**config.mk**
```make
export PLATFORM = sky130hd
export DESIGN_NAME = ccrb_bank
export DESIGN_NICKNAME = d
export VERILOG_FILES = /design/src/ccrb_pkg.sv /design/src/ccrb_mode_if.sv /design/src/ccrb_mode_decode.sv /design/src/ccrb_bank.sv
export SDC_FILE = /design/constraint.sdc
export NUM_CORES = 1
export LEC_CHECK = 0
export ABC_AREA = 0
export BUFFER_PORTS_ARGS = -buffer_cell sky130_fd_sc_hd__buf_2
export CAP_MARGIN = 20
export CORE_UTILIZATION = 47
export DETAILED_ROUTE_END_ITERATION = 8
export PLACE_DENSITY = 0.68
export SLEW_MARGIN = 20
export SYNTH_ARGS = -nofsm -noshare
export SYNTH_HDL_FRONTEND = slang
export SYNTH_HIERARCHICAL = 1
export SYNTH_SLANG_ARGS = --single-unit
```
**constraint.sdc**
```tcl
create_clock -name clk -period 2.2 [get_ports clk]
set_input_delay 0.33 -clock clk [delete_from_list [all_inputs] [get_ports clk]]
set_output_delay 0.33 -clock clk [all_outputs]
set_load 0.01 [all_outputs]
```
**src/ccrb_pkg.sv**
```systemverilog
/*
 * package of the codec control register bank: register addresses, field
 * positions, reset values and the encodings of modes and formats.
 * assumes: shared by the register bank, its mode decoder and the mode interface.
 */
package ccrb_pkg;

   // register addresses as the pointer carries them
   localparam logic [6:0] ADDR_IDENT = 7'h01;
   localparam logic [6:0] ADDR_POWER = 7'h02;
   localparam logic [6:0] ADDR_FMODE = 7'h03;
   localparam logic [6:0] ADDR_IFMT = 7'h04;
   localparam logic [6:0] ADDR_MISC = 7'h05;

   // pointer byte
   localparam int PTR_AUTOINC_BIT = 7;
   localparam logic [6:0] PTR_RESET = 7'h01;
   localparam logic PTR_AUTOINC_RESET = 1'b1;

   // reset values
   localparam logic [7:0] POWER_RESET = 8'h01;
   localparam logic [7:0] FMODE_RESET = 8'h00;
   localparam logic [7:0] IFMT_RESET = 8'h40;
   localparam logic [7:0] MISC_RESET = 8'h00;

   // writable bits; the rest are reserved and hold zero
   localparam logic [7:0] POWER_MASK = 8'h6f;
   localparam logic [7:0] FMODE_MASK = 8'hf6;
   localparam logic [7:0] IFMT_MASK = 8'hfd;
   localparam logic [7:0] MISC_MASK = 8'hdf;

   // power control fields
   localparam int PLL_SLEEP_BIT = 6;
   localparam int IN_CONV_SLEEP_BIT = 5;
   localparam int OUT_PAIR_LSB = 1;
   localparam int GLOBAL_SLEEP_BIT = 0;

   // functional mode fields
   localparam int OUT_SPEED_LSB = 6;
   localparam int IN_SPEED_LSB = 4;
   localparam int IN_SERIAL_OUT_BIT = 2;
   localparam int DEEMPH_EN_BIT = 1;

   // interface format fields
   localparam int FORMAT_LSB = 6;
   localparam int IN_LINE_LSB = 4;
   localparam int OUT_LINE_LSB = 2;
   localparam int RJ_SHORT_BIT = 0;

   // misc control fields
   localparam int EXT_SCLK_BIT = 7;
   localparam int RCLK_TRI_BIT = 6;
   localparam int FREEZE_BIT = 4;
   localparam int INTERP_BIT = 3;
   localparam int HPF_HOLD_BIT = 2;
   localparam int OUT_MASTER_BIT = 1;
   localparam int IN_MASTER_BIT = 0;

   typedef enum logic {
      CP_POINTER = 1'b0,
      CP_DATA = 1'b1
   } ccrb_cp_state_t;

   typedef enum logic [1:0] {
      SPD_SINGLE = 2'b00,
      SPD_DOUBLE = 2'b01,
      SPD_QUAD = 2'b10,
      SPD_RSVD = 2'b11
   } ccrb_speed_t;

   typedef enum logic [1:0] {
      SER_LEFT = 2'b00,
      SER_I2S = 2'b01,
      SER_RIGHT = 2'b10,
      SER_RSVD = 2'b11
   } ccrb_serial_t;

   typedef enum logic [1:0] {
      LINE_GENERAL = 2'b00,
      LINE_ONE = 2'b01,
      LINE_TWO = 2'b10,
      LINE_RSVD = 2'b11
   } ccrb_line_t;

   // effective framing of a serial port
   typedef enum logic [2:0] {
      FMT_LEFT = 3'b000,
      FMT_I2S = 3'b001,
      FMT_RIGHT = 3'b010,
      FMT_LINE_ONE = 3'b011,
      FMT_LINE_TWO = 3'b100,
      FMT_RSVD = 3'b111
   } ccrb_fmt_t;

   // rate codes: also used for the detected and forced rate inputs
   typedef enum logic [1:0] {
      DE_NONE = 2'b00,
      DE_32K = 2'b01,
      DE_44K1 = 2'b10,
      DE_48K = 2'b11
   } ccrb_deemph_t;

endpackage

```
**src/ccrb_mode_if.sv**
```systemverilog
/*
 * interface between the register bank and its mode decoder.
 * assumes: both ends run on the one control clock.
 */
`timescale 1ns/1ps
interface ccrb_mode_if;
   logic deemph_enable;
   logic [1:0] serial_format;
   logic [1:0] in_single_line;
   logic [1:0] out_single_line;
   ccrb_pkg::ccrb_deemph_t deemph_mode;
   ccrb_pkg::ccrb_fmt_t in_frame_format;
   ccrb_pkg::ccrb_fmt_t out_frame_format;

   modport cfg (
      output deemph_enable,
      output serial_format,
      output in_single_line,
      output out_single_line,
      input deemph_mode,
      input in_frame_format,
      input out_frame_format
   );

   modport dec (
      input deemph_enable,
      input serial_format,
      input in_single_line,
      input out_single_line,
      output deemph_mode,
      output in_frame_format,
      output out_frame_format
   );
endinterface

```
**src/ccrb_mode_decode.sv**
```systemverilog
/*
 * mode decoder: resolves the de-emphasis rate and the framing of each port.
 * assumes: detected rate and forced-lock level come from the clock block.
 */
`timescale 1ns/1ps
module ccrb_mode_decode (
   input wire logic clk,
   input wire logic rst_n,
   input wire logic force_loop_lock,
   input wire logic [1:0] deemph_rate,
   input wire logic [1:0] detected_rate,
   ccrb_mode_if.dec mode
);

   function automatic ccrb_pkg::ccrb_fmt_t frame_of(input logic [1:0] line,
                                                  input logic [1:0] general);
      case (line)
         ccrb_pkg::LINE_GENERAL: begin
            case (general)
               ccrb_pkg::SER_LEFT: frame_of = ccrb_pkg::FMT_LEFT;
               ccrb_pkg::SER_I2S: frame_of = ccrb_pkg::FMT_I2S;
               ccrb_pkg::SER_RIGHT: frame_of = ccrb_pkg::FMT_RIGHT;
               default: frame_of = ccrb_pkg::FMT_RSVD;
            endcase
         end
         ccrb_pkg::LINE_ONE: frame_of = ccrb_pkg::FMT_LINE_ONE;
         ccrb_pkg::LINE_TWO: frame_of = ccrb_pkg::FMT_LINE_TWO;
         default: frame_of = ccrb_pkg::FMT_RSVD;
      endcase
   endfunction

   ////////////////////////////////////////////////////////////////////////////
   // detected codes other than the three rates already read as none
   always_ff @(posedge clk or negedge rst_n) begin
      if (!rst_n) begin
         mode.deemph_mode <= ccrb_pkg::DE_NONE;
      end else if (!mode.deemph_enable) begin
         mode.deemph_mode <= ccrb_pkg::DE_NONE;
      end else if (force_loop_lock) begin
         mode.deemph_mode <= ccrb_pkg::ccrb_deemph_t'(deemph_rate);
      end else begin
         mode.deemph_mode <= ccrb_pkg::ccrb_deemph_t'(detected_rate);
      end
   end

   always_ff @(posedge clk or negedge rst_n) begin
      if (!rst_n) begin
         mode.in_frame_format <= ccrb_pkg::FMT_I2S;
         mode.out_frame_format <= ccrb_pkg::FMT_I2S;
      end else begin
         mode.in_frame_format <= frame_of(mode.in_single_line, mode.serial_format);
         mode.out_frame_format <= frame_of(mode.out_single_line, mode.serial_format);
      end
   end
endmodule

```
**src/ccrb_bank.sv**
```systemverilog
/*
 * codec control register bank: address pointer with auto-increment, read-only
 * identity register and the power, functional mode, interface format and
 * misc control registers, with their fields driven out as levels.
 * assumes: a byte-level control port front end delivers start, write bytes
 * and read requests synchronous to clk; clock block supplies the rate inputs.
 */
// Overview of operation
// - all registers here writable except identity register, which is read only
// - every register bit loads its default on reset
// - pointer byte bit 7 enables auto-increment after each access; default set
// - pointer byte low 7 bits select the accessed register; default 01h
// - register 01h holds part code high nibble, silicon level low nibble
// - power bit 6 holds the loop in reset; change only when muted
// - power bit 5 holds the input converter in reset
// - power bits 3..1 each hold one output pair in reset; default clear
// - power bit 0 defaults set, sleeping whole device; host clears it
// - 03h bits 7:6 give output port speed range; 11 reserved
// - 03h bits 5:4 give input port speed range, same codes
// - 03h bit 2 picks which port clocks the converter serial output
// - without forced lock, de-emphasis only when enabled and detected rate is 32, 44.1 or 48k
// - with forced lock, de-emphasis rate comes from the separate rate field
// - 04h bits 7:6 general serial format, default I2S
// - 04h bits 5:4 input port framing: general, line one or two
// - 04h bits 3:2 output port framing, same codes
// - 04h bit 0 picks 16-bit right-justified words, else 24
// - 05h carries clock source, tristate, freeze, filter, hold, master selects
`timescale 1ns/1ps
module ccrb_bank #(
   parameter logic [3:0] PART_CODE = 4'h9, // arbitrary value
   parameter logic [3:0] SILICON_LEVEL = 4'h1 // arbitrary value
) (
   input wire logic clk,
   input wire logic rst_n,
   input wire logic cp_start,
   input wire logic cp_wr_valid,
   input wire logic [7:0] cp_wr_data,
   input wire logic cp_rd_req,
   output logic [7:0] cp_rd_data,
   output logic cp_rd_valid,
   input wire logic force_loop_lock,
   input wire logic [1:0] deemph_rate,
   input wire logic [1:0] detected_rate,
   output logic pll_sleep,
   output logic in_conv_sleep,
   output logic [2:0] out_pair_sleep,
   output logic global_sleep,
   output logic [1:0] out_speed_range,
   output logic [1:0] in_speed_range,
   output logic in_serial_out,
   output logic rj_short_word,
   output logic ext_sclk_from_out,
   output logic recovered_clk_tristate,
   output logic freeze,
   output logic interp_rolloff_pick,
   output logic highpass_hold,
   output logic out_serial_port,
   output logic in_serial_port,
   output logic [1:0] deemph_mode,
   output logic [2:0] in_frame_format,
   output logic [2:0] out_frame_format
);

   ccrb_pkg::ccrb_cp_state_t cp_state;
   logic [6:0] pointer;
   logic pointer_autoinc;
   logic [7:0] power_control;
   logic [7:0] functional_mode;
   logic [7:0] interface_formats;
   logic [7:0] misc_control;
   logic ptr_phase;
   logic wr_ptr;
   logic wr_reg;
   logic rd_acc;

   ccrb_mode_if mode ();

   ////////////////////////////////////////////////////////////////////////////
   // writable mask per address; zero marks read-only or unmapped
   function automatic logic [7:0] write_mask(input logic [6:0] addr);
      case (addr)
         ccrb_pkg::ADDR_POWER: write_mask = ccrb_pkg::POWER_MASK;
         ccrb_pkg::ADDR_FMODE: write_mask = ccrb_pkg::FMODE_MASK;
         ccrb_pkg::ADDR_IFMT: write_mask = ccrb_pkg::IFMT_MASK;
         ccrb_pkg::ADDR_MISC: write_mask = ccrb_pkg::MISC_MASK;
         default: write_mask = 8'h00;
      endcase
   endfunction

   function automatic logic [7:0] read_mux(input logic [6:0] addr,
                                          input logic [7:0] pwr,
                                          input logic [7:0] fm,
                                          input logic [7:0] ifm,
                                          input logic [7:0] misc);
      case (addr)
         ccrb_pkg::ADDR_IDENT: read_mux = {PART_CODE, SILICON_LEVEL};
         ccrb_pkg::ADDR_POWER: read_mux = pwr;
         ccrb_pkg::ADDR_FMODE: read_mux = fm;
         ccrb_pkg::ADDR_IFMT: read_mux = ifm;
         ccrb_pkg::ADDR_MISC: read_mux = misc;
         default: read_mux = 8'h00;
      endcase
   endfunction

   ////////////////////////////////////////////////////////////////////////////
   // a start makes the same-cycle write byte the pointer byte
   assign ptr_phase = cp_start || (cp_state == ccrb_pkg::CP_POINTER);
   assign wr_ptr = cp_wr_valid && ptr_phase;
   assign wr_reg = cp_wr_valid && !ptr_phase;
   // one access per cycle: a write shadows a read request
   assign rd_acc = cp_rd_req && !cp_wr_valid;

   always_ff @(posedge clk or negedge rst_n) begin
      if (!rst_n) begin
         cp_state <= ccrb_pkg::CP_POINTER;
      end else begin
         case (cp_state)
            ccrb_pkg::CP_POINTER: begin
               if (wr_ptr) begin
                  cp_state <= ccrb_pkg::CP_DATA;
               end
            end
            ccrb_pkg::CP_DATA: begin
               if (wr_ptr) begin
                  cp_state <= ccrb_pkg::CP_DATA;
               end else if (cp_start) begin
                  cp_state <= ccrb_pkg::CP_POINTER;
               end
            end
            default: cp_state <= ccrb_pkg::CP_POINTER;
         endcase
      end
   end

   always_ff @(posedge clk or negedge rst_n) begin
      if (!rst_n) begin
         pointer <= ccrb_pkg::PTR_RESET;
         pointer_autoinc <= ccrb_pkg::PTR_AUTOINC_RESET;
      end else if (wr_ptr) begin
         pointer <= cp_wr_data[6:0];
         pointer_autoinc <= cp_wr_data[ccrb_pkg::PTR_AUTOINC_BIT];
      end else if ((wr_reg || rd_acc) && pointer_autoinc) begin
         pointer <= pointer + 7'h01;
      end
   end

   ////////////////////////////////////////////////////////////////////////////
   // reserved bits are stored as zero so they read back as zero
   always_ff @(posedge clk or negedge rst_n) begin
      if (!rst_n) begin
         power_control <= ccrb_pkg::POWER_RESET;
         functional_mode <= ccrb_pkg::FMODE_RESET;
         interface_formats <= ccrb_pkg::IFMT_RESET;
         misc_control <= ccrb_pkg::MISC_RESET;
      end else if (wr_reg) begin
         case (pointer)
            ccrb_pkg::ADDR_POWER: power_control <= cp_wr_data & write_mask(pointer);
            ccrb_pkg::ADDR_FMODE: functional_mode <= cp_wr_data & write_mask(pointer);
            ccrb_pkg::ADDR_IFMT: interface_formats <= cp_wr_data & write_mask(pointer);
            ccrb_pkg::ADDR_MISC: misc_control <= cp_wr_data & write_mask(pointer);
            default: power_control <= power_control;
         endcase
      end
   end

   always_ff @(posedge clk or negedge rst_n) begin
      if (!rst_n) begin
         cp_rd_data <= 8'h00;
         cp_rd_valid <= 1'b0;
      end else begin
         cp_rd_valid <= rd_acc;
         if (rd_acc) begin
            cp_rd_data <= read_mux(pointer, power_control, functional_mode,
                                   interface_formats, misc_control);
         end
      end
   end

   ////////////////////////////////////////////////////////////////////////////
   // field outputs: each is one or more flop bits of its register
   assign pll_sleep = power_control[ccrb_pkg::PLL_SLEEP_BIT];
   assign in_conv_sleep = power_control[ccrb_pkg::IN_CONV_SLEEP_BIT];
   assign out_pair_sleep = power_control[ccrb_pkg::OUT_PAIR_LSB +: 3];
   assign global_sleep = power_control[ccrb_pkg::GLOBAL_SLEEP_BIT];
   assign out_speed_range = functional_mode[ccrb_pkg::OUT_SPEED_LSB +: 2];
   assign in_speed_range = functional_mode[ccrb_pkg::IN_SPEED_LSB +: 2];
   assign in_serial_out = functional_mode[ccrb_pkg::IN_SERIAL_OUT_BIT];
   assign rj_short_word = interface_formats[ccrb_pkg::RJ_SHORT_BIT];
   assign ext_sclk_from_out = misc_control[ccrb_pkg::EXT_SCLK_BIT];
   assign recovered_clk_tristate = misc_control[ccrb_pkg::RCLK_TRI_BIT];
   assign freeze = misc_control[ccrb_pkg::FREEZE_BIT];
   assign interp_rolloff_pick = misc_control[ccrb_pkg::INTERP_BIT];
   assign highpass_hold = misc_control[ccrb_pkg::HPF_HOLD_BIT];
   assign out_serial_port = misc_control[ccrb_pkg::OUT_MASTER_BIT];
   assign in_serial_port = misc_control[ccrb_pkg::IN_MASTER_BIT];

   assign mode.deemph_enable = functional_mode[ccrb_pkg::DEEMPH_EN_BIT];
   assign mode.serial_format = interface_formats[ccrb_pkg::FORMAT_LSB +: 2];
   assign mode.in_single_line = interface_formats[ccrb_pkg::IN_LINE_LSB +: 2];
   assign mode.out_single_line = interface_formats[ccrb_pkg::OUT_LINE_LSB +: 2];

   // decoded modes lag the register by one cycle
   ccrb_mode_decode u_decode (
      .clk(clk),
      .rst_n(rst_n),
      .force_loop_lock(force_loop_lock),
      .deemph_rate(deemph_rate),
      .detected_rate(detected_rate),
      .mode(mode.dec)
   );

   assign deemph_mode = mode.deemph_mode;
   assign in_frame_format = mode.in_frame_format;
   assign out_frame_format = mode.out_frame_format;
endmodule

```
==> metrics.cfg, run 1 <==
[yosys]
syn_inst=202
synth_seq_area_share_pct=53.6
synth-seq-cells=52
yosysWarnings=6
yosysTopAreaCellShare_pct=47.2
synth_top_cells_by_area=dfrtp_1, mux2_2, dfstp_2
netlist_area_um2=2440
yosys.cell_types.count=42
mappedNetlistNets=224
syn_avg_cell_area_um2=12.1
synth_largest_area_cell=dfrtp_1

[placed_design]
hpwl_mm=4.09
gp_congestion=0.790
port_buffers=53
dpl.cell_count=315

[final_layout]
final_cell_mix=buf_2, dfrtp_1, mux2_2, o21ai_0, nand2_1
utilization_pct=59.1
area_growth_pct=17.5
layoutNonFillerInstCount=324
nets=278
layout-drive-gt1-share_pct=42.0
mostFrequentLayoutCell=buf_2
antennaDiodeCount=0

[routing]
vias=1806
drt-total-wl_mm=5.47
dr.first_iter.drc_count=115
avgViaCountPerCell=5.57
wl_per_cell_um=16.9
drc_errors=0
drt_first_pass_iters=4
ant_nets=0

[floorplan]
initial_core_util_pct=50.3
dieWidth_um=74.1
core_um2=4850
dieArea_um2=5490
num_rows=25
ios=54
die_h_um=74.1

[timing]
tns_ps=0
drv_slew=0
worst_clock_skew_ps=8.61
timing.hold.ws_ps=299
setup_viol=0
hold_viol_final=0
finalCritPeriodShare_pct=90.9
relSlewSlack_pct=66.2
rsz0062_at_grt=false
fmax_ghz=0.500
period_needed_ps=2000
tightest_slew_ps=503

[setup_path]
crit_arrival_ps=2190
worst_path_max_delay_cell=or4_4
start_kind=flop
cpPeakStageDelay_ps=590
worstPathCellList=or4_4 -> nor4_4 -> mux2_2
cp-end-kind=flop
path_max_fanout=6
worstPathRequired_ps=2390
crit_type=reg2reg

[clocking]
clk_pin_slew_worst_paths_ps=90
max-clock-path-buffers=2
clockRootBuffer=clkbuf_8
cts_tree=yes
cts_sinks=52
cts.repair.resized=0
cts_made_buffers=5
postCtsSetupBuffers=0
ctsHoldBuffers=1
cts_max_level=2
worst_skew_pair.late_latency_ps=300

[power_and_ir_drop]
power_density_nw_per_um2=834
leakage_nw=1.49
ir_worst_vdd_v=0.000484
power.total_w=0.00239

[worst_hold_path]
hp-class=in2reg

[global_route]
grt.total_usage_pct=22.6
grt_pass1_vias=1779
grt_overflow_total=0
grt_pass1_wl_mm=9.05
grt_start_max_net_pins=19
grt_antenna_before_repair=0

[status]
status=finished, final reports clean

[job]
drv_cap=0

[through the flow]
step | setup slack, ps | area [um^2]
after global placement | 257 | 2770
after floorplan | 383 | 2440
after CTS | 197 | 2870
final | 199 | 2870
after global routing | 84.2 | 2870
after detailed placement | 211 | 2770
[metal layers]
metal | share of wire [%] | GRT usage (%)
met5 | 0 | 0
met4 | 1.2 | 7.48
met3 | 4.1 | 3.39
met2 | 47 | 36.1
met1 | 47 | 31.6
[where the power goes]
group / total (W) / leakage (nW) / internal [W] / switching, W
logic: 0.000624 / 0.759 / 0.000282 / 0.000342
clock network: 0.000528 / 0.0479 / 0.000222 / 0.000306
registers: 0.00124 / 0.682 / 0.00111 / 0.000127
[critical path, delay by kind of cell, from the launching register on]
family | cells | cell delay [ps]
DFF | 1 | 430
muxes | 1 | 400
and+or+nand+nor | 2 | 1060
[layout make-up]
cell class                      count  area (um^2)
Clock buffer                        5         68.8
Clock inverter                      3         18.8
Fill cell                         402         1980
Inverter                            7         26.3
Multi-Input combinational cell    129         1030
Sequential cell                    52         1310
Tap cell                           67         83.8
Timing Repair Buffer               61          328
[state kept, by name, summed over array words and instances (netlist names), 2 cells and up]
| register | flops |
|---|---|
| interface_formats | 7 |
| pointer | 7 |
| cp_rd_data | 8 |
| power_control | 6 |
| misc_control | 7 |
| u_decode/mode.out_frame_format | 3 |
| u_decode/mode.deemph_mode | 2 |
| u_decode/mode.in_frame_format | 3 |
| functional_mode | 6 |
[final timing paths]
kind,to,start,cells after the start,slack (ps)
worst max-delay path,functional_mode[7]$_DFFE_PN0P_,pointer[4]$_DFFE_PN0P_,3,200
min in group asynchronous,u_decode/mode.deemph_mode[1]$_DFF_PN0_,rst_n,2,480
worst max register to register,functional_mode[7]$_DFFE_PN0P_,pointer[4]$_DFFE_PN0P_,3,200
worst min-delay path,u_decode/mode.deemph_mode[1]$_DFF_PN0_,deemph_rate[1],3,300
worst min register to register,cp_rd_data[4]$_DFFE_PN0P_,cp_rd_data[4]$_DFFE_PN0P_,2,490
max in group asynchronous,pointer_autoinc$_DFFE_PN1P_,rst_n,3,1080
[synth_stat cells]
cell type and number:
or4_4 1, nand4_2 1, o21ai_0 12, clkbuf_1 8, and3b_1 2, or3_1 1
a22oi_1 5, nor3_1 2, buf_2 1, and4_1 2, nand3_1 6, nand2_1 11
mux2i_1 3, a22o_1 3, xnor2_1 2, mux2_2 27, a2111oi_0 3, dfstp_2 6
a31oi_1 2, inv_1 7, nand4_1 1, a211o_1 5, ha_1 4, o221a_2 3
and3_1 2, nor4_1 1, o211ai_1 1, o41ai_1 1, or3b_2 1, o2111ai_1 1
nor2b_1 4, nor4_4 1, nor2_1 2, a21o_1 4, or4_1 1, a221oi_1 3
and2_1 2, nand2b_1 5, buf_4 5, dfrtp_1 46, a21oi_1 2, a211oi_1 2
[cell families (layout without fill, tap and decap cells)]
logic type | count (synthesis) | in the layout | synth area share, %
buf+inv | 21 | 76 | 4.05
mux | 30 | 30 | 13.7
flops | 52 | 52 | 53.6
xor+xnor | 2 | 2 | 0.718
simple gates | 46 | 46 | 11.7
fa+ha+maj | 4 | 4 | 2.05
compound gates | 47 | 47 | 14.2
(Power assumes the default switching activity.)
==> inputs of run 2 (changes only) <==
--- a/config.mk
+++ b/config.mk
@@ -11,6 +11,7 @@
 export CORE_UTILIZATION = 47
 export DETAILED_ROUTE_END_ITERATION = 8
 export PLACE_DENSITY = 0.68
+export REMOVE_ABC_BUFFERS = 1
 export SLEW_MARGIN = 20
 export SYNTH_ARGS = -nofsm -noshare
 export SYNTH_HDL_FRONTEND = slang
==> run 2 against run 1 <==
Net effect:
- clock power rose by 29%
- core utilization increased by 0.65 points
- final cell count fell by 0.62%
- largest cell class unchanged
- register-to-register slack better by 20 ps
- design area up 1.1%
- die area is the same
==> metrics.cfg, run 2 (synthesis results as in run 1) <==
[timing]
worst_clock_skew_ps=4.93
hold_viol_final=0
fmax_ghz=0.504
timing.hold.ws_ps=280
finalCritPeriodShare_pct=90.2
setup_viol=0
relSlewSlack_pct=65.5
rsz0062_at_grt=false
tightest_slew_ps=513
drv_slew=0
tns_ps=0
period_needed_ps=1980

[global_route]
grt_pass1_vias=1683
grt_antenna_before_repair=0
grt_start_max_net_pins=53
grt_overflow_total=0
grt.total_usage_pct=21.5
grt_pass1_wl_mm=8.54

[setup_path]
worst_path_max_delay_cell=and4_1
critPathLaunch=pointer[0]$_DFFE_PN1P_
worstPathCellList=inv_1 -> ha_1 -> nor2b_1 -> and4_1 -> mux2_2
rr_startpoint=pointer[0]$_DFFE_PN1P_
path_max_fanout=6
reg2reg_depth=5
worstPathRequired_ps=2400
reg2reg_to=power_control[5]$_DFFE_PN0P_
r2r_setup_slack_ps=220
critPathBufInv=1
start_kind=flop
endpoint=power_control[5]$_DFFE_PN0P_
cp_top_family=simple AND/OR/NAND/NOR gates
cpPeakStageDelay_ps=420
cp-end-kind=flop
crit_arrival_ps=2180
crit_type=reg2reg
path_depth=5

[clocking]
worst_skew_pair.late_latency_ps=310
clk_pin_slew_worst_paths_ps=90
clockRootBuffer=clkbuf_8
cts_max_level=2
cts_made_buffers=5
postCtsSetupBuffers=0
max-clock-path-buffers=2
cts_sinks=52
cts_tree=yes

[final_layout]
final_cell_mix=buf_2, dfrtp_1, mux2_2, o21ai_0, nand2_1
stdcell_area_um2=2900
regMostFlops=cp_rd_data
area_growth_pct=18.8
nets=276
layoutNonFillerInstCount=322
mostFrequentLayoutCell=buf_2
largest_register_ffs=8
layout-drive-gt1-share_pct=41.6
antennaDiodeCount=0

[power_and_ir_drop]
power_density_nw_per_um2=877
ir_worst_vdd_v=0.000399
leakage_nw=1.50

[placed_design]
hpwl_mm=3.91
dpl.cell_count=313
gp_congestion=0.917
port_buffers=53
place_area_um2=2770

[floorplan]
ios=54
num_rows=25
die_h_um=74.1
dieWidth_um=74.1
dieArea_um2=5490
initial_core_util_pct=50.3
core_um2=4850

[status]
status=finished, final reports clean

[routing]
drt-total-wl_mm=5.37
wl_per_cell_um=16.7
drt_first_pass_iters=4
avgViaCountPerCell=5.53
ant_nets=0
dr.first_iter.drc_count=123
drc_errors=0
vias=1781

[worst_hold_path]
hp-class=in2reg

[job]
drv_cap=0

[run 2: cell count changes in the layout (fill, tap and decap cells not counted), sizes merged]
cell | previous run | this run
buf | 60 | 58
bufinv | 0 | 1
clkinv | 3 | 1
clkbuf | 5 | 6
[run 2: timing repair]
item / in CTS / in global routing
endpoints found under the hold margin: 3 / 0
resized for setup: 0 / 0
hold buffers: 1 / 0
[run 2: worst min-delay path by stage]
stage,cells past startpoint,start,to
final,3,detected_rate[1],u_decode/mode.deemph_mode[1]$_DFF_PN0_
after global routing,3,detected_rate[0],u_decode/mode.deemph_mode[0]$_DFF_PN0_
after CTS,3,detected_rate[1],u_decode/mode.deemph_mode[1]$_DFF_PN0_
after detailed placement,2,rst_n,cp_rd_data[4]$_DFFE_PN0P_
after global placement,2,rst_n,cp_rd_data[7]$_DFFE_PN0P_
after floorplan,0,rst_n,cp_rd_data[0]$_DFFE_PN0P_
[run 2: worst min-delay path: stages]
cell and delay (ps):
buf_2 70, mux2i_1 50, nor2b_1 100
[run 2: area by class of cell]
cell class                      count  area [um^2]
Multi-Input combinational cell    129         1030
Clock inverter                      2         38.8
Clock buffer                        6         82.6
Inverter                            7         26.3
Tap cell                           67         83.8
Sequential cell                    52         1310
Fill cell                         415         1950
Timing Repair Buffer               59          325
[run 2: per-layer routing]
| metal | global-route usage (%) | share of wire (%) | vias up |
|---|---|---|---|
| li1 | - | - | 845 |
| met1 | 29.4 | 46 | 882 |
| met2 | 33.1 | 48 | 48 |
| met3 | 5.01 | 4.7 | 6 |
| met4 | 8.55 | 1.2 | 0 |
| met5 | 0 | 0 | - |
[run 2: where the power goes]
group	internal [W]	total (W)	switching, W
clock network	0.000372	0.000682	0.000310
logic	0.000281	0.000625	0.000343
registers	0.00111	0.00124	0.000121
[run 2: through the flow]
stage	worst slack (ps)	total power [W]	util, %
2_1_floorplan	367	0.00161	-
3_3_place_gp	247	0.00186	57.1
3_5_place_dp	209	0.00188	57.1
4_1_cts	194	0.00257	59.8
5_1_grt	91.8	0.00269	59.8
6_report	215	0.00254	59.8
==> inputs of run 3 (changes only) <==
--- a/config.mk
+++ b/config.mk
@@ -8,9 +8,9 @@
 export ABC_AREA = 0
 export BUFFER_PORTS_ARGS = -buffer_cell sky130_fd_sc_hd__buf_2
 export CAP_MARGIN = 20
-export CORE_UTILIZATION = 47
+export CORE_UTILIZATION = 54
 export DETAILED_ROUTE_END_ITERATION = 8
-export PLACE_DENSITY = 0.68
+export PLACE_DENSITY = 0.77
 export REMOVE_ABC_BUFFERS = 1
 export SLEW_MARGIN = 20
 export SYNTH_ARGS = -nofsm -noshare
==> run 3 against run 2 <==
Net effect:
- the run now ends with hold timing left
- via count up 3.7%
- count of clock-buffer cells in the layout unchanged
- clock skew rose by 7.0 ps
- combinational power increased by 2%
- routed wire length is 0.56% higher
- first-iteration DRC count is 32% higher
- setup slack got worse by 23 ps
- non-clock buffer count is 1 higher
- sequential power about the same
- highest routed layer unchanged
==> metrics.cfg, run 3 (synthesis results as in run 1) <==
[power_and_ir_drop]
intPower_w=0.00175
leakage_nw=1.50
p_sw_w=0.000789
power_density_nw_per_um2=883
power_frac_clock_pct=25.7
ir_worst_vdd_v=0.000527
p_sw_share_pct=31.1
p_seq_share_pct=49.1
pwr-share-comb_pct=25.2

[routing]
drt_first_pass_iters=4
drt-total-wl_mm=5.40
vias=1847
drc_errors=0
ant_nets=0
wl_per_cell_um=17.5
avgViaCountPerCell=6.00
dr.first_iter.drc_count=162

[floorplan]
ios=54
dieArea_um2=4790
core_um2=4350
dieWidth_um=69.2
initial_core_util_pct=56.1
die_h_um=69.2
num_rows=24

[global_route]
grt_pass1_vias=1793
grt_overflow_total=0
grt.total_usage_pct=24.5
grt_antenna_before_repair=0
grt_start_max_net_pins=53
grt_pass1_wl_mm=8.98

[timing]
tns_ps=0
drv_slew=0
worst_clock_skew_ps=12.0
hold_viol_final=11
fin_ws_ps=192
setup_viol=0
relSlewSlack_pct=65.3
fmax_ghz=0.498
period_needed_ps=2010
timing.hold.ws_ps=-3.12
tightest_slew_ps=516
rsz0062_at_grt=false
finalCritPeriodShare_pct=91.3

[final_layout]
nets=277
layout-drive-gt1-share_pct=41.8
antennaDiodeCount=0
final_cell_mix=buf_2, dfrtp_1, mux2_2, o21ai_0, nand2_1
area_growth_pct=17.6
fill_cells=336
largest_register_ffs=8
mostFrequentLayoutCell=buf_2
regMostFlops=cp_rd_data

[clocking]
cts_max_level=2
cts_made_buffers=5
postCtsSetupBuffers=0
clk_pin_slew_worst_paths_ps=100
clockRootBuffer=clkbuf_8
ctsHoldBuffers=0
worst_skew_pair.late_latency_ps=310
cts.repair.resized=0
cts_tree=yes
cts_sinks=52
max-clock-path-buffers=2

[job]
drv_cap=0

[placed_design]
hpwl_mm=3.89
port_buffers=53
pre_cts_slack_ps=225
gp_congestion=0.924

[setup_path]
worstPathRequired_ps=2400
cp-end-kind=flop
crit_type=reg2reg
start_kind=flop
path_max_fanout=6
crit_arrival_ps=2210

[status]
status=finished, violations left
violations=hold timing

[worst_hold_path]
hp-class=in2async

## run 3: changes by cell type in the layout (fill, tap and decap cells not counted), sizes merged
cell	change
buf	+2
dlygate4sd3	-1
## run 3: metal layers
layer | wire (um) | vias up | track usage [%]
li1 | - | 846 | -
met1 | 2330 | 917 | 34.0
met2 | 2610 | 73 | 37.3
met3 | 357 | 11 | 5.96
met4 | 103 | 0 | 9.30
met5 | 0 | - | 0
## run 3: worst paths after layout
| kind | cells after the start | from | endpoint | slack, ps |
|---|---|---|---|---|
| min | 2 | rst_n | interface_formats[5]$_DFFE_PN0P_ | -3 |
| min reg2reg | 2 | cp_rd_data[3]$_DFFE_PN0P_ | cp_rd_data[3]$_DFFE_PN0P_ | 480 |
| min in group clk | 3 | cp_wr_data[0] | pointer[0]$_DFFE_PN1P_ | 280 |
| max reg2reg | 3 | pointer[4]$_DFFE_PN0P_ | functional_mode[6]$_DFFE_PN0P_ | 190 |
| max in group asynchronous | 2 | rst_n | pointer_autoinc$_DFFE_PN1P_ | 1930 |
| max | 3 | pointer[4]$_DFFE_PN0P_ | functional_mode[6]$_DFFE_PN0P_ | 190 |
## run 3: power by group through the flow
| stage | Combinational (W) | Clock (W) | Sequential (W) |
|---|---|---|---|
| after floorplan | 0.000322 | 0 | 0.00129 |
| after global placement | 0.000621 | 0 | 0.00125 |
| after detailed placement | 0.000636 | 0 | 0.00126 |
| after CTS | 0.000642 | 0.000656 | 0.00124 |
| after global routing | 0.000709 | 0.000702 | 0.00127 |
| final | 0.000640 | 0.000652 | 0.00124 |
## run 3: layout make-up
type / count / area, um^2 / area share, %
clock buffers: 6 / 72.6 / 2.53
inverters: 7 / 26.3 / 0.915
well taps: 52 / 65.1 / 2.27
repair buffers: 60 / 330 / 11.5
flip-flops and latches: 52 / 1310 / 45.6
clock inverters: 2 / 35.0 / 1.22
multi-input cells: 129 / 1030 / 36.0
## run 3: worst max-delay path: stages, from the launching register on
cell and delay (ps):
dfrtp_1 440, or4_4 590, nor4_4 470, mux2_2 400
## run 3: per-stage QoR
step	power, W	cell area (um^2)	util (%)	hold WS, ps	instances
after floorplan	0.00161	2370	-	34.4	188
after global placement	0.00187	2760	63.5	341	300
after detailed placement	0.00190	2760	63.5	342	300
after CTS	0.00254	2870	65.9	1.47	308
after global routing	0.00268	2870	65.9	5.70	308
final	0.00254	2870	65.9	-3.12	308
